===== src/common/tdc_pkg.sv =====
/*
 * Shared constants for the 10-bit down-counting timer with PWM.
 * Assumes a 32-bit APB slave where register n sits at byte address 4*n.
 */
package tdc_pkg;

	// Register indices; byte address is four times the index
	localparam logic [5:0] IDX_VALUE   = 6'h00;
	localparam logic [5:0] IDX_CONTROL = 6'h01;
	localparam logic [5:0] IDX_CLKCTL  = 6'h02;
	localparam logic [5:0] IDX_DUTY    = 6'h03;
	localparam logic [5:0] IDX_HIGH    = 6'h08;

	// down_counter_control fields
	localparam int BIT_RUN        = 0;
	localparam int BIT_RELOAD_SEL = 1;
	localparam int BIT_ONE_SHOT   = 2;
	localparam int BIT_TOG_ROUTE  = 5;
	localparam int BIT_ACT_LOW    = 6;
	localparam int BIT_PWM_ROUTE  = 7;
	localparam logic [7:0] CONTROL_MASK  = 8'hE7;
	localparam logic [7:0] CONTROL_RESET = 8'h00;

	// Clock control fields
	localparam int BIT_CLK_EDGE = 4;
	localparam int BIT_CLK_SEL  = 5;
	localparam logic [7:0] CLKCTL_MASK  = 8'h30;
	localparam logic [7:0] CLKCTL_RESET = 8'h30;

	// counter_high_bits fields
	localparam int HI_CNT_LSB  = 4;
	localparam int HI_DUTY_LSB = 0;
	localparam logic [7:0] HIGH_MASK  = 8'h33;
	localparam logic [7:0] HIGH_RESET = 8'h00;

	localparam logic [7:0] DUTY_RESET = 8'h00;

	// Counter values
	localparam logic [9:0] COUNT_MAX   = 10'h3FF;
	localparam logic [9:0] COUNT_ZERO  = 10'h000;
	localparam logic [9:0] COUNT_RESET = 10'h3FF;

endpackage : tdc_pkg


===== src/core/tdc_in_sync.sv =====
/*
 * Three-stage input synchroniser with agreement filter and edge pulses.
 * Assumes the input is asynchronous to clk; ce freezes all state.
 */
`timescale 1ns/10ps
module tdc_in_sync (
	// Clock and reset
	input  wire logic clk,
	input  wire logic rst_n,
	input  wire logic ce,
	// Raw input
	input  wire logic din,
	// Filtered level and edges
	output logic      level,
	output logic      rise,
	output logic      fall
);
	logic s1_r;
	logic s2_r;
	logic s3_r;
	logic lvl_r;
	logic rise_r;
	logic fall_r;

	// Change accepted only once stages two and three agree
	wire agree   = (s2_r == s3_r);
	wire lvl_nxt = agree ? s3_r : lvl_r;

	always_ff @(posedge clk or negedge rst_n) begin
		if (!rst_n) begin
			s1_r   <= 1'b0;
			s2_r   <= 1'b0;
			s3_r   <= 1'b0;
			lvl_r  <= 1'b0;
			rise_r <= 1'b0;
			fall_r <= 1'b0;
		end else if (ce) begin
			s1_r   <= din;
			s2_r   <= s1_r;
			s3_r   <= s2_r;
			lvl_r  <= lvl_nxt;
			rise_r <= lvl_nxt & ~lvl_r;
			fall_r <= ~lvl_nxt & lvl_r;
		end
	end

	assign level = lvl_r;
	assign rise  = rise_r;
	assign fall  = fall_r;

endmodule : tdc_in_sync


===== src/core/tdc_timer.sv =====
/*
 * 10-bit down-counting timer with one-shot and free-running reload,
 * PWM and underflow-toggle outputs on one shared port pin, APB slave.
 * Assumes a single 100 MHz pclk that acts as the instruction clock and
 * an asynchronous external count input.
 */
// Overview of operation
// - Reading the value register returns the live 10-bit down count.
// - Writing the value register loads byte plus two high bits into reload and count.
// - Counter decrements only while the run bit is set; otherwise holds.
// - Free-running, reload select clear: underflow from zero loads 0x3FF.
// - Free-running, reload select set: underflow loads the stored reload value.
// - One-shot: count down once to zero, then stop regardless of reload select.
// - Active-low bit set makes active PWM level low, clear makes it high.
// - PWM route bit drives PWM onto the shared pin; with neither route bit set the pin stays GPIO.
// - Toggle route bit drives a signal inverted on every underflow onto the pin.
// - When both outputs are routed, the toggle output wins the pin.
// - Reload sets PWM frame period; 10-bit duty from two high bits plus byte.
// - Clock select chooses instruction clock or external input edges to decrement.
`timescale 1ns/10ps
module tdc_timer #(
	parameter int ADDR_W = 8
) (
	// Clock, reset, enable
	input  wire logic              pclk,
	input  wire logic              presetn,
	input  wire logic              ce,
	// APB slave
	input  wire logic              psel,
	input  wire logic              penable,
	input  wire logic              pwrite,
	input  wire logic [ADDR_W-1:0] paddr,
	input  wire logic [31:0]       pwdata,
	output logic      [31:0]       prdata,
	output logic                   pready,
	output logic                   pslverr,
	// External count input
	input  wire logic              external_count_input,
	// Port logic for the shared pin when used as GPIO
	input  wire logic              gpio_out,
	input  wire logic              gpio_oe,
	// Shared port pin
	output logic                   shared_port_pin,
	output logic                   shared_port_pin_oe
);
	// Registers
	logic [7:0]  ctrl_r;
	logic [7:0]  clkctl_r;
	logic [7:0]  high_r;
	logic [7:0]  duty_r;
	logic [9:0]  count_r;
	logic [9:0]  count_nxt;
	logic [9:0]  reload_r;
	logic        stopped_r;
	logic        stopped_nxt;
	logic        toggle_r;
	logic [31:0] prdata_r;
	logic        pready_r;
	logic        pslverr_r;
	logic        pin_r;
	logic        pin_oe_r;

	// APB decode
	wire setup  = psel & ~penable;
	wire access = psel & penable & pready_r;
	wire aligned = (paddr[1:0] == 2'b00);
	wire [ADDR_W-3:0] idx = paddr[ADDR_W-1:2];
	wire hit_value = aligned & (idx == (ADDR_W-2)'(tdc_pkg::IDX_VALUE));
	wire hit_ctrl  = aligned & (idx == (ADDR_W-2)'(tdc_pkg::IDX_CONTROL));
	wire hit_clk   = aligned & (idx == (ADDR_W-2)'(tdc_pkg::IDX_CLKCTL));
	wire hit_duty  = aligned & (idx == (ADDR_W-2)'(tdc_pkg::IDX_DUTY));
	wire hit_high  = aligned & (idx == (ADDR_W-2)'(tdc_pkg::IDX_HIGH));
	wire mapped = hit_value | hit_ctrl | hit_clk | hit_duty | hit_high;
	wire wr_en  = ce & access & pwrite & mapped;
	wire wr_value = wr_en & hit_value;

	// Control fields
	wire run        = ctrl_r[tdc_pkg::BIT_RUN];
	wire reload_sel = ctrl_r[tdc_pkg::BIT_RELOAD_SEL];
	wire one_shot   = ctrl_r[tdc_pkg::BIT_ONE_SHOT];
	wire tog_route  = ctrl_r[tdc_pkg::BIT_TOG_ROUTE];
	wire act_low    = ctrl_r[tdc_pkg::BIT_ACT_LOW];
	wire pwm_route  = ctrl_r[tdc_pkg::BIT_PWM_ROUTE];
	wire clk_sel    = clkctl_r[tdc_pkg::BIT_CLK_SEL];
	wire clk_edge   = clkctl_r[tdc_pkg::BIT_CLK_EDGE];
	wire [1:0] hi_cnt  = high_r[tdc_pkg::HI_CNT_LSB +: 2];
	wire [1:0] hi_duty = high_r[tdc_pkg::HI_DUTY_LSB +: 2];
	wire [9:0] duty = {hi_duty, duty_r};
	wire [9:0] wr_load = {hi_cnt, pwdata[7:0]};

	// External count edges
	logic ext_rise;
	logic ext_fall;

	tdc_in_sync u_ext_sync (
		.clk   (pclk),
		.rst_n (presetn),
		.ce    (ce),
		.din   (external_count_input),
		.level (),
		.rise  (ext_rise),
		.fall  (ext_fall)
	);

	// Decrement source: every pclk, or the chosen external edge
	wire ext_tick = clk_edge ? ext_fall : ext_rise;
	wire tick     = clk_sel ? ext_tick : 1'b1;
	wire dec_en   = ce & run & tick & ~stopped_r & ~wr_value;
	wire at_zero  = (count_r == tdc_pkg::COUNT_ZERO);
	wire underflow = dec_en & at_zero;

	// Wrap value after underflow in free-running mode
	wire [9:0] wrap_val = reload_sel ? reload_r : tdc_pkg::COUNT_MAX;

	always_comb begin
		count_nxt   = count_r;
		stopped_nxt = stopped_r;
		if (wr_value) begin
			count_nxt   = wr_load;
			stopped_nxt = 1'b0;
		end else if (!run) begin
			// Clearing run re-arms a finished one-shot
			stopped_nxt = 1'b0;
		end else if (underflow) begin
			if (one_shot) begin
				stopped_nxt = 1'b1;
			end else begin
				count_nxt = wrap_val;
			end
		end else if (dec_en) begin
			count_nxt = count_r - 10'h001;
		end
	end

	// PWM: frame set by the reload period, active at or below duty
	wire pwm_active = (count_r <= duty);
	wire pwm_level  = pwm_active ^ act_low;

	// Pin selection; toggle output has priority
	wire pin_nxt    = tog_route ? toggle_r : (pwm_route ? pwm_level : gpio_out);
	wire pin_oe_nxt = (tog_route | pwm_route) ? 1'b1 : gpio_oe;

	// Read mux; narrow registers sit in the low bits
	wire [31:0] rd_nxt = hit_value ? {22'h000000, count_r} :
	                     hit_ctrl  ? {24'h000000, ctrl_r} :
	                     hit_clk   ? {24'h000000, clkctl_r} :
	                     hit_duty  ? {24'h000000, duty_r} :
	                     hit_high  ? {24'h000000, high_r} : 32'h00000000;

	// Bus slave: read data captured in the setup cycle, zero wait states
	always_ff @(posedge pclk or negedge presetn) begin
		if (!presetn) begin
			prdata_r  <= 32'h00000000;
			pready_r  <= 1'b0;
			pslverr_r <= 1'b0;
		end else if (ce) begin
			pready_r <= 1'b1;
			if (setup) begin
				prdata_r  <= pwrite ? 32'h00000000 : rd_nxt;
				pslverr_r <= ~mapped;
			end
		end
	end

	// Software registers
	always_ff @(posedge pclk or negedge presetn) begin
		if (!presetn) begin
			ctrl_r   <= tdc_pkg::CONTROL_RESET;
			clkctl_r <= tdc_pkg::CLKCTL_RESET;
			high_r   <= tdc_pkg::HIGH_RESET;
			duty_r   <= tdc_pkg::DUTY_RESET;
			reload_r <= tdc_pkg::COUNT_RESET;
		end else if (wr_en) begin
			if (hit_ctrl) begin
				ctrl_r <= pwdata[7:0] & tdc_pkg::CONTROL_MASK;
			end
			if (hit_clk) begin
				clkctl_r <= pwdata[7:0] & tdc_pkg::CLKCTL_MASK;
			end
			if (hit_high) begin
				high_r <= pwdata[7:0] & tdc_pkg::HIGH_MASK;
			end
			if (hit_duty) begin
				duty_r <= pwdata[7:0];
			end
			if (hit_value) begin
				reload_r <= wr_load;
			end
		end
	end

	// Counter, one-shot state, toggle and pin
	always_ff @(posedge pclk or negedge presetn) begin
		if (!presetn) begin
			count_r   <= tdc_pkg::COUNT_RESET;
			stopped_r <= 1'b0;
			toggle_r  <= 1'b0;
			pin_r     <= 1'b0;
			pin_oe_r  <= 1'b0;
		end else if (ce) begin
			count_r   <= count_nxt;
			stopped_r <= stopped_nxt;
			toggle_r  <= toggle_r ^ underflow;
			pin_r     <= pin_nxt;
			pin_oe_r  <= pin_oe_nxt;
		end
	end

	assign prdata             = prdata_r;
	assign pready             = pready_r;
	assign pslverr            = pslverr_r;
	assign shared_port_pin    = pin_r;
	assign shared_port_pin_oe = pin_oe_r;

	// Checks
	property p_read_value;
		@(posedge pclk) disable iff (!presetn)
		ce & setup & ~pwrite & hit_value |=> prdata == {22'h000000, $past(count_r)};
	endproperty
	a_read_value: assert property (p_read_value)
		else $error("value read does not return live count");

	property p_write_load;
		@(posedge pclk) disable iff (!presetn)
		wr_value |=> (count_r == $past(wr_load)) && (reload_r == $past(wr_load));
	endproperty
	a_write_load: assert property (p_write_load)
		else $error("value write did not load count and reload");

	property p_hold_idle;
		@(posedge pclk) disable iff (!presetn)
		ce & ~run & ~wr_value |=> $stable(count_r);
	endproperty
	a_hold_idle: assert property (p_hold_idle)
		else $error("count moved while run clear");

	property p_wrap_max;
		@(posedge pclk) disable iff (!presetn)
		underflow & ~one_shot & ~reload_sel |=> count_r == 10'h3FF;
	endproperty
	a_wrap_max: assert property (p_wrap_max)
		else $error("underflow did not wrap to maximum");

	property p_wrap_reload;
		@(posedge pclk) disable iff (!presetn)
		underflow & ~one_shot & reload_sel |=> count_r == $past(reload_r);
	endproperty
	a_wrap_reload: assert property (p_wrap_reload)
		else $error("underflow did not take reload value");

	property p_one_shot_stop;
		@(posedge pclk) disable iff (!presetn)
		underflow & one_shot ##1 (ce & run & ~wr_value) [*2] |-> count_r == 10'h000 && stopped_r;
	endproperty
	a_one_shot_stop: assert property (p_one_shot_stop)
		else $error("one-shot kept counting after underflow");

	property p_toggle_flip;
		@(posedge pclk) disable iff (!presetn)
		underflow |=> toggle_r != $past(toggle_r);
	endproperty
	a_toggle_flip: assert property (p_toggle_flip)
		else $error("toggle output did not follow underflow");

	// Toggle state must only move on an underflow, never on a stray tick
	property p_toggle_hold;
		@(posedge pclk) disable iff (!presetn)
		ce & ~underflow |=> $stable(toggle_r);
	endproperty
	a_toggle_hold: assert property (p_toggle_hold)
		else $error("toggle output moved without underflow");

	property p_toggle_pin;
		@(posedge pclk) disable iff (!presetn)
		ce & tog_route |=> shared_port_pin_oe && shared_port_pin == $past(toggle_r);
	endproperty
	a_toggle_pin: assert property (p_toggle_pin)
		else $error("toggle output not driven on the pin");

	property p_toggle_wins;
		@(posedge pclk) disable iff (!presetn)
		ce & tog_route & pwm_route |=> shared_port_pin == $past(toggle_r) && shared_port_pin_oe;
	endproperty
	a_toggle_wins: assert property (p_toggle_wins)
		else $error("PWM took the pin from the toggle output");

	property p_pwm_level;
		@(posedge pclk) disable iff (!presetn)
		ce & pwm_route & ~tog_route |=> shared_port_pin_oe &&
			(shared_port_pin == (($past(count_r) <= $past(duty)) ^ $past(act_low)));
	endproperty
	a_pwm_level: assert property (p_pwm_level)
		else $error("PWM pin level wrong for count and duty");

	property p_gpio_pass;
		@(posedge pclk) disable iff (!presetn)
		ce & ~pwm_route & ~tog_route |=> shared_port_pin == $past(gpio_out) && shared_port_pin_oe == $past(gpio_oe);
	endproperty
	a_gpio_pass: assert property (p_gpio_pass)
		else $error("pin not returned to port logic");

	property p_ext_hold;
		@(posedge pclk) disable iff (!presetn)
		ce & clk_sel & ~ext_tick & ~wr_value & ~underflow |=> $stable(count_r);
	endproperty
	a_ext_hold: assert property (p_ext_hold)
		else $error("count moved without external edge");

	property p_count_step;
		@(posedge pclk) disable iff (!presetn)
		ce & run & ~clk_sel & ~stopped_r & ~at_zero & ~wr_value |=> count_r == $past(count_r) - 10'h001;
	endproperty
	a_count_step: assert property (p_count_step)
		else $error("count did not step on instruction clock");

	// Catches an external edge tick that does not step the count down by exactly one
	property p_ext_step;
		@(posedge pclk) disable iff (!presetn)
		ce & run & clk_sel & ext_tick & ~stopped_r & ~at_zero & ~wr_value |=> count_r == $past(count_r) - 10'h001;
	endproperty
	a_ext_step: assert property (p_ext_step)
		else $error("count did not step on external edge");

	property p_stop_hold;
		@(posedge pclk) disable iff (!presetn)
		ce & stopped_r & run & ~wr_value |=> stopped_r && $stable(count_r);
	endproperty
	a_stop_hold: assert property (p_stop_hold)
		else $error("finished one-shot started again");

	property p_rearm;
		@(posedge pclk) disable iff (!presetn)
		ce & (~run | wr_value) |=> ~stopped_r;
	endproperty
	a_rearm: assert property (p_rearm)
		else $error("one-shot not re-armed");

	property p_stop_one_shot;
		@(posedge pclk) disable iff (!presetn)
		ce & ~stopped_r & ~(underflow & one_shot) |=> ~stopped_r;
	endproperty
	a_stop_one_shot: assert property (p_stop_one_shot)
		else $error("counter stopped outside one-shot underflow");

endmodule : tdc_timer


===== config.mk =====
export PLATFORM = sky130hd
export DESIGN_NAME = tdc_timer
export DESIGN_NICKNAME = d
export VERILOG_FILES = /design/src/common/tdc_pkg.sv /design/src/core/tdc_in_sync.sv /design/src/core/tdc_timer.sv
export SDC_FILE = /design/constraint.sdc
export NUM_CORES = 1
export LEC_CHECK = 0
export ABC_AREA = 0
export BUFFER_PORTS_ARGS = -buffer_cell sky130_fd_sc_hd__clkbuf_2
export CORE_MARGIN = 2
export CORE_UTILIZATION = 45
export CTS_CLUSTER_DIAMETER = 40
export DETAILED_ROUTE_END_ITERATION = 8
export HOLD_SLACK_MARGIN = 0.06
export PLACE_DENSITY = 0.71
export SETUP_SLACK_MARGIN = 0.02
export SLEW_MARGIN = 10
export SYNTH_ARGS = -nofsm -noshare
export SYNTH_HDL_FRONTEND = slang
export SYNTH_SLANG_ARGS = --single-unit
export TNS_END_PERCENT = 100

===== constraint.sdc =====
create_clock -name pclk -period 1.8 [get_ports pclk]
set_input_delay 0.27 -clock pclk [delete_from_list [all_inputs] [get_ports pclk]]
set_output_delay 0.27 -clock pclk [all_outputs]
set_load 0.02 [all_outputs]

-- Word level (Yosys, flattened, before mapping)
Index checks and enable logic that the tools add are counted.
- flip-flop bits (word level): 84
- input port bits: 49
- output and inout port bits: 36
- add/subtract/negate cells: 1
- order comparisons: 1
- equal/unequal tests: 8
- mux-type cells: 22
- bitwise logic cells: 32
- reductions and logical operators: 13
- operators by type and width (kind ; number):
    two-way mux 10 bit ; 8
    two-way mux 8 bit ; 3
    bitwise AND 1 bit ; 19
    == test 6 x 2 -> 1 bit, second input constant ; 2
    AND reduction 2 bit ; 6
    less-or-equal comparator 10 bit ; 1
    logical NOT 10 bit ; 1
    two-way mux 1 bit ; 10
    subtractor 10 x 1 -> 10 bit, second input constant ; 1
    == test 6 x 1 -> 1 bit, second input constant ; 1
    == test 6 x 4 -> 1 bit, second input constant ; 1
    logical NOT 6 bit ; 1
    two-way mux 6 bit ; 1
    != test 3 x 1 -> 1 bit, second input constant ; 2
    NOT 1 bit ; 6
    bitwise OR 1 bit ; 5
    AND reduction 4 bit ; 1
    != test 3 bit, second input constant ; 1
    AND reduction 3 bit ; 1
    nonzero test 3 bit ; 1
    logical NOT 2 bit ; 1
    nonzero test 2 bit ; 1
    XOR 1 bit ; 2
    == test 1 bit ; 1

-- Depth between registers and ports, before layout
- word-level depth: 14
- mapped depth: 7

-- By module
From an unflattened synthesis, not the netlist that was laid out.
- cells, all modules: 369
- area total of the unflattened synthesis: 3577.2 µm²
- by module, submodules not included (module ; instances ; cells an instance ; area each (µm²)):
    tdc_timer ; 1 ; 348 ; 3311.9
    tdc_in_sync ; 1 ; 21 ; 265.3

-- Least setup slack after synthesis
OpenSTA, ideal clock, no wires.
- path type: register to register
- start: reg count_r[3]
- end: reg pin_r, in the netlist shared_port_pin
- setup time: 0.127 ns
- data arrival time: 1.752 ns
- data required time: 1.673 ns
- path slack: -0.080 ns
- stages on the path, launching flop included: 7
- cells stage by stage: dfstp_2 -> ha_1 -> a21oi_1 -> o21ai_1 -> a2111oi_0 -> mux2i_1 -> nor3_1
- word-level cells in the longest chain between the ends: 4
- RTL lines (what ; RTL line ; text):
    start, declared ; tdc_timer.sv:51 ; logic [9:0] count_r;
    start signal, assigned ; tdc_timer.sv:195 ; count_r <= tdc_pkg::COUNT_RESET;
    start signal, assigned ; tdc_timer.sv:201 ; count_r <= count_nxt;
    less-or-equal comparator 10 bit ; tdc_timer.sv:136 ; wire pwm_active = (count_r <= duty);
    XOR 1 bit ; tdc_timer.sv:137 ; wire pwm_level = pwm_active ^ act_low;
    two-way mux 1 bit (2 in series) ; tdc_timer.sv:140 ; wire pin_nxt = tog_route ? toggle_r : (pwm_route ? pwm_level : gpio_out);
    end signal, assigned ; tdc_timer.sv:204 ; pin_r <= pin_nxt;
    end, declared ; tdc_timer.sv:60 ; logic pin_r;
No other way between the ends.
A chain may end at the register's enable or synchronous reset.

-- Worst setup path in the final report
- start: reg count_r[5]
- end: reg count_r[0]
- word-level cells in the longest chain between the ends: 5
- elaborated cells on any way between the ends: 8
- classes of those cells: eq/ne (1); mux (3); bitwise (1); reduce/logical (3)
- RTL lines (what ; RTL line ; text):
    logical NOT 10 bit (*) ; tdc_timer.sv:109 ; wire at_zero = (count_r == tdc_pkg::COUNT_ZERO);
    bitwise AND 1 bit (*) ; tdc_timer.sv:110 ; wire underflow = dec_en & at_zero;
    two-way mux 10 bit ; tdc_timer.sv:124 ; end else if (underflow) begin
    two-way mux 10 bit ; tdc_timer.sv:121 ; end else if (!run) begin
    two-way mux 10 bit ; tdc_timer.sv:118 ; if (wr_value) begin
Every way passes the cells marked *; elsewhere a longest branch is shown, timed or not. The select of a mux whose other input is x is not followed.

==> qor.csv <==
metric,value,unit
RSZ-0062 raised after global routing,yes,
global-route wire length before repair,15.6,mm
DRT Pass-1 Iters,6,
Synth area leaders,"dfrtp_1, dfstp_2, nand2_1, buf_4, ha_1",
leading area contributor after synthesis,dfrtp_1,
synthesized instance count,381,
overall routing resource usage,0.239,
clock root buffer,clkbuf_8,
CTS buffer count,9,
P&R area growth vs syn,32.7,%
CTS Sinks,62,
final clock skew,0.00851,ns
HPWL Detailed,7.25,mm
critical-path maximum fanout,4,
later-pin clock latency in the skew report,0.35,ns
Hold Path Depth,2,
CP Class,flip-flop to flip-flop,
Setup WS post-layout,-0.0656,ns
routability cong.,0.907,
nets@finish,556,
remaining antenna violation count,0,
WL per Instance,17.0,um
CP required,2.09,ns
R2R depth,9,
# fillers,648,
clk buf depth,2,
status,"complete, but fails checks",
dpl cells,570,
r2r startpoint,count_r[5]$_DFFE_PN1P_,
CTS tree,built,
Final Non-Filler Cells,603,
Fin. Hold Viols,0,
Power per Cell Area,929,mW/mm2
DRC,0,
top-area cell type share of the netlist area,0.279,
Unique masters post-synth,58,
Seq cells post-synth,62,
Final Routed Wirelength,10.3,mm
Worst VDD drop,0.000595,V
"EDFF count, synth",0,
Slew @ Worst Pin,0.587,ns
IO Count,85,
drt initial violations,319,
Diodes inserted,0,
Hold Slack,0.150,ns
crit path time final,1.87,ns
synthesized area,0.00359,mm2
Yosys warnings,0,
footprint of the multi-input gates,0.00200,mm2
Die Y,93.3,um
"commonest cells after routing, fill and taps aside","buf_4, nand2_1, dfrtp_1, clkbuf_2, nor2_1",
maxcap violations,0,
chip width,93.3,um
Main synth FF type,dfrtp_1,
initial antenna violation count,0,
vias post-DR,3282,
Via density,5.44,
FF-to-FF End,count_r[0]$_DFFE_PN1P_,
failing checks,negative setup slack,
sequential fraction of the synthesis area,0.440,
flop2flop setup slack,-0.07,ns
crit start category,flip-flop,
register area,0.00158,mm2
Die ar.,0.00870,mm2
Worst-path clk slew,0.07,ns
Leak,0.00225,uW
CP Capture Type,flip-flop,
fin crit share,1.04,
total grt overflow,0,
pin count of the biggest net entering global routing,24,
Worst Path Arrival,2.16,ns
Clock H-tree levels,3,
"most common cell after layout, fill and taps aside",buf_4,
row count,32,
Hold Crit Start,external_count_input,
Place WS,-0.126,ns
Fmax achieved,536,MHz
Hold Crit Class,input pin to flip-flop,
port bufs,38,
layout cells sized above 1,0.393,
CORE AREA,0.00773,mm2
Hold Path End,u_ext_sync.s1_r$_DFFE_PN0P_,
max_slew headroom,0.609,
vias in the first global route,3102,
# setup viols final,9,
Max Slew Vio Count,0,
initial core utilization,0.464,
Post-Syn Area per Cell,9.41,um2
Post-synth ARST share,1.00,
==> cells by family (layout without fill, tap and decap cells) <==
logic type	after synthesis	in the layout	synth area share
adder cells (fa/ha/maj)	11	11	0.0384
AO/OA/AOI/OAI	72	72	0.137
AND/OR/NAND/NOR	153	154	0.207
XOR/XNOR	5	5	0.0122
buffers and inverters	51	149	0.0775
other	1	22	0.00105
multiplexers	26	26	0.0872
flip-flops	62	62	0.440
==> power by group <==
group	internal (uW)	leakage, uW	switching (uW)	total, uW
sequential	1590	0.000755	176	1770
combinational	782	0.00141	772	1550
clock	528	0.0000857	570	1100
==> Yosys cell counts, types with 7 or more instances <==
library cell and count:
ha_1 11, o21ai_0 11, a21oi_1 19, nor2_1 29
nand3_1 11, buf_4 22, mux2_1 10, dfrtp_1 40
inv_1 19, nand4_1 7, dfstp_2 22, nand2_1 66
mux2_4 7
==> final cells by class <==
class,instances,share of cell area
multi-input cells,290,0.420
flip-flops and latches,62,0.332
repair buffers,114,0.169
clock buffers,10,0.0289
well taps,102,0.0268
inverters,19,0.0150
clock inverters,6,0.00789
==> worst max-delay path, stage by stage (launching register included) <==
cell and delay, ns:
dfstp_2 0.41, buf_4 0.14, nor4_2 0.27, buf_4 0.18, nand4_1 0.16, buf_4 0.21
buf_4 0.13, o211ai_1 0.08, nand3_1 0.11, nand3_1 0.11
==> stage by stage <==
stage               setup TNS [ns]  instance area, um2  utilization  total power [uW]
floorplan                        0                3670            -              2430
global placement             -1.29                4270        0.553              2920
detailed placement           -1.58                4270        0.553              2980
CTS                        -0.0420                4610        0.597              4270
global route                 -1.16                4760        0.616              4640
finish                      -0.278                4760        0.616              4420
==> worst max path at each step <==
stage,cells after the start,startpoint,endpoint
3_3_place_gp,7,paddr[5],clkctl_r[4]$_DFFE_PN1P_
6_report,9,count_r[5]$_DFFE_PN1P_,count_r[0]$_DFFE_PN1P_
3_5_place_dp,7,paddr[5],clkctl_r[4]$_DFFE_PN1P_
4_1_cts,6,count_r[7]$_DFFE_PN1P_,shared_port_pin$_DFFE_PN0P_
5_1_grt,9,count_r[5]$_DFFE_PN1P_,count_r[0]$_DFFE_PN1P_
2_1_floorplan,6,count_r[7]$_DFFE_PN1P_,shared_port_pin$_DFFE_PN0P_
==> sequential cells by signal, indices dropped and copies added (netlist names) <==
signal and flops:
toggle_r 1, duty_r 8, shared_port_pin_oe 1, u_ext_sync.level 1
high_r 4, clkctl_r 2, u_ext_sync.s1_r 1, count_r 10
pready 1, ctrl_r 6, stopped_r 1, u_ext_sync.s3_r 1
reload_r 10, shared_port_pin 1, prdata 10, u_ext_sync.fall 1
u_ext_sync.s2_r 1, u_ext_sync.rise 1, pslverr 1
==> metal layers <==
| layer | track usage | vias to the layer above | wire, um |
|---|---|---|---|
| met4 | 0.108 | 0 | 328 |
| met1 | 0.320 | 1539 | 4290 |
| li1 | - | 1537 | - |
| met5 | 0 | - | 0 |
| met2 | 0.378 | 176 | 4750 |
| met3 | 0.0451 | 30 | 891 |
==> timing repair <==
item / 4_1_cts / 5_1_grt
gates resized for setup: 17 / 15
endpoints found under the hold margin: 14 / 0
endpoints found under the setup margin: 10 / 15
hold buffers: 1 / 0
gates cloned: 0 / 1
buffers inserted: 8 / 7
pin swaps: 10 / 16
Power figures use the tool's default switching activity.
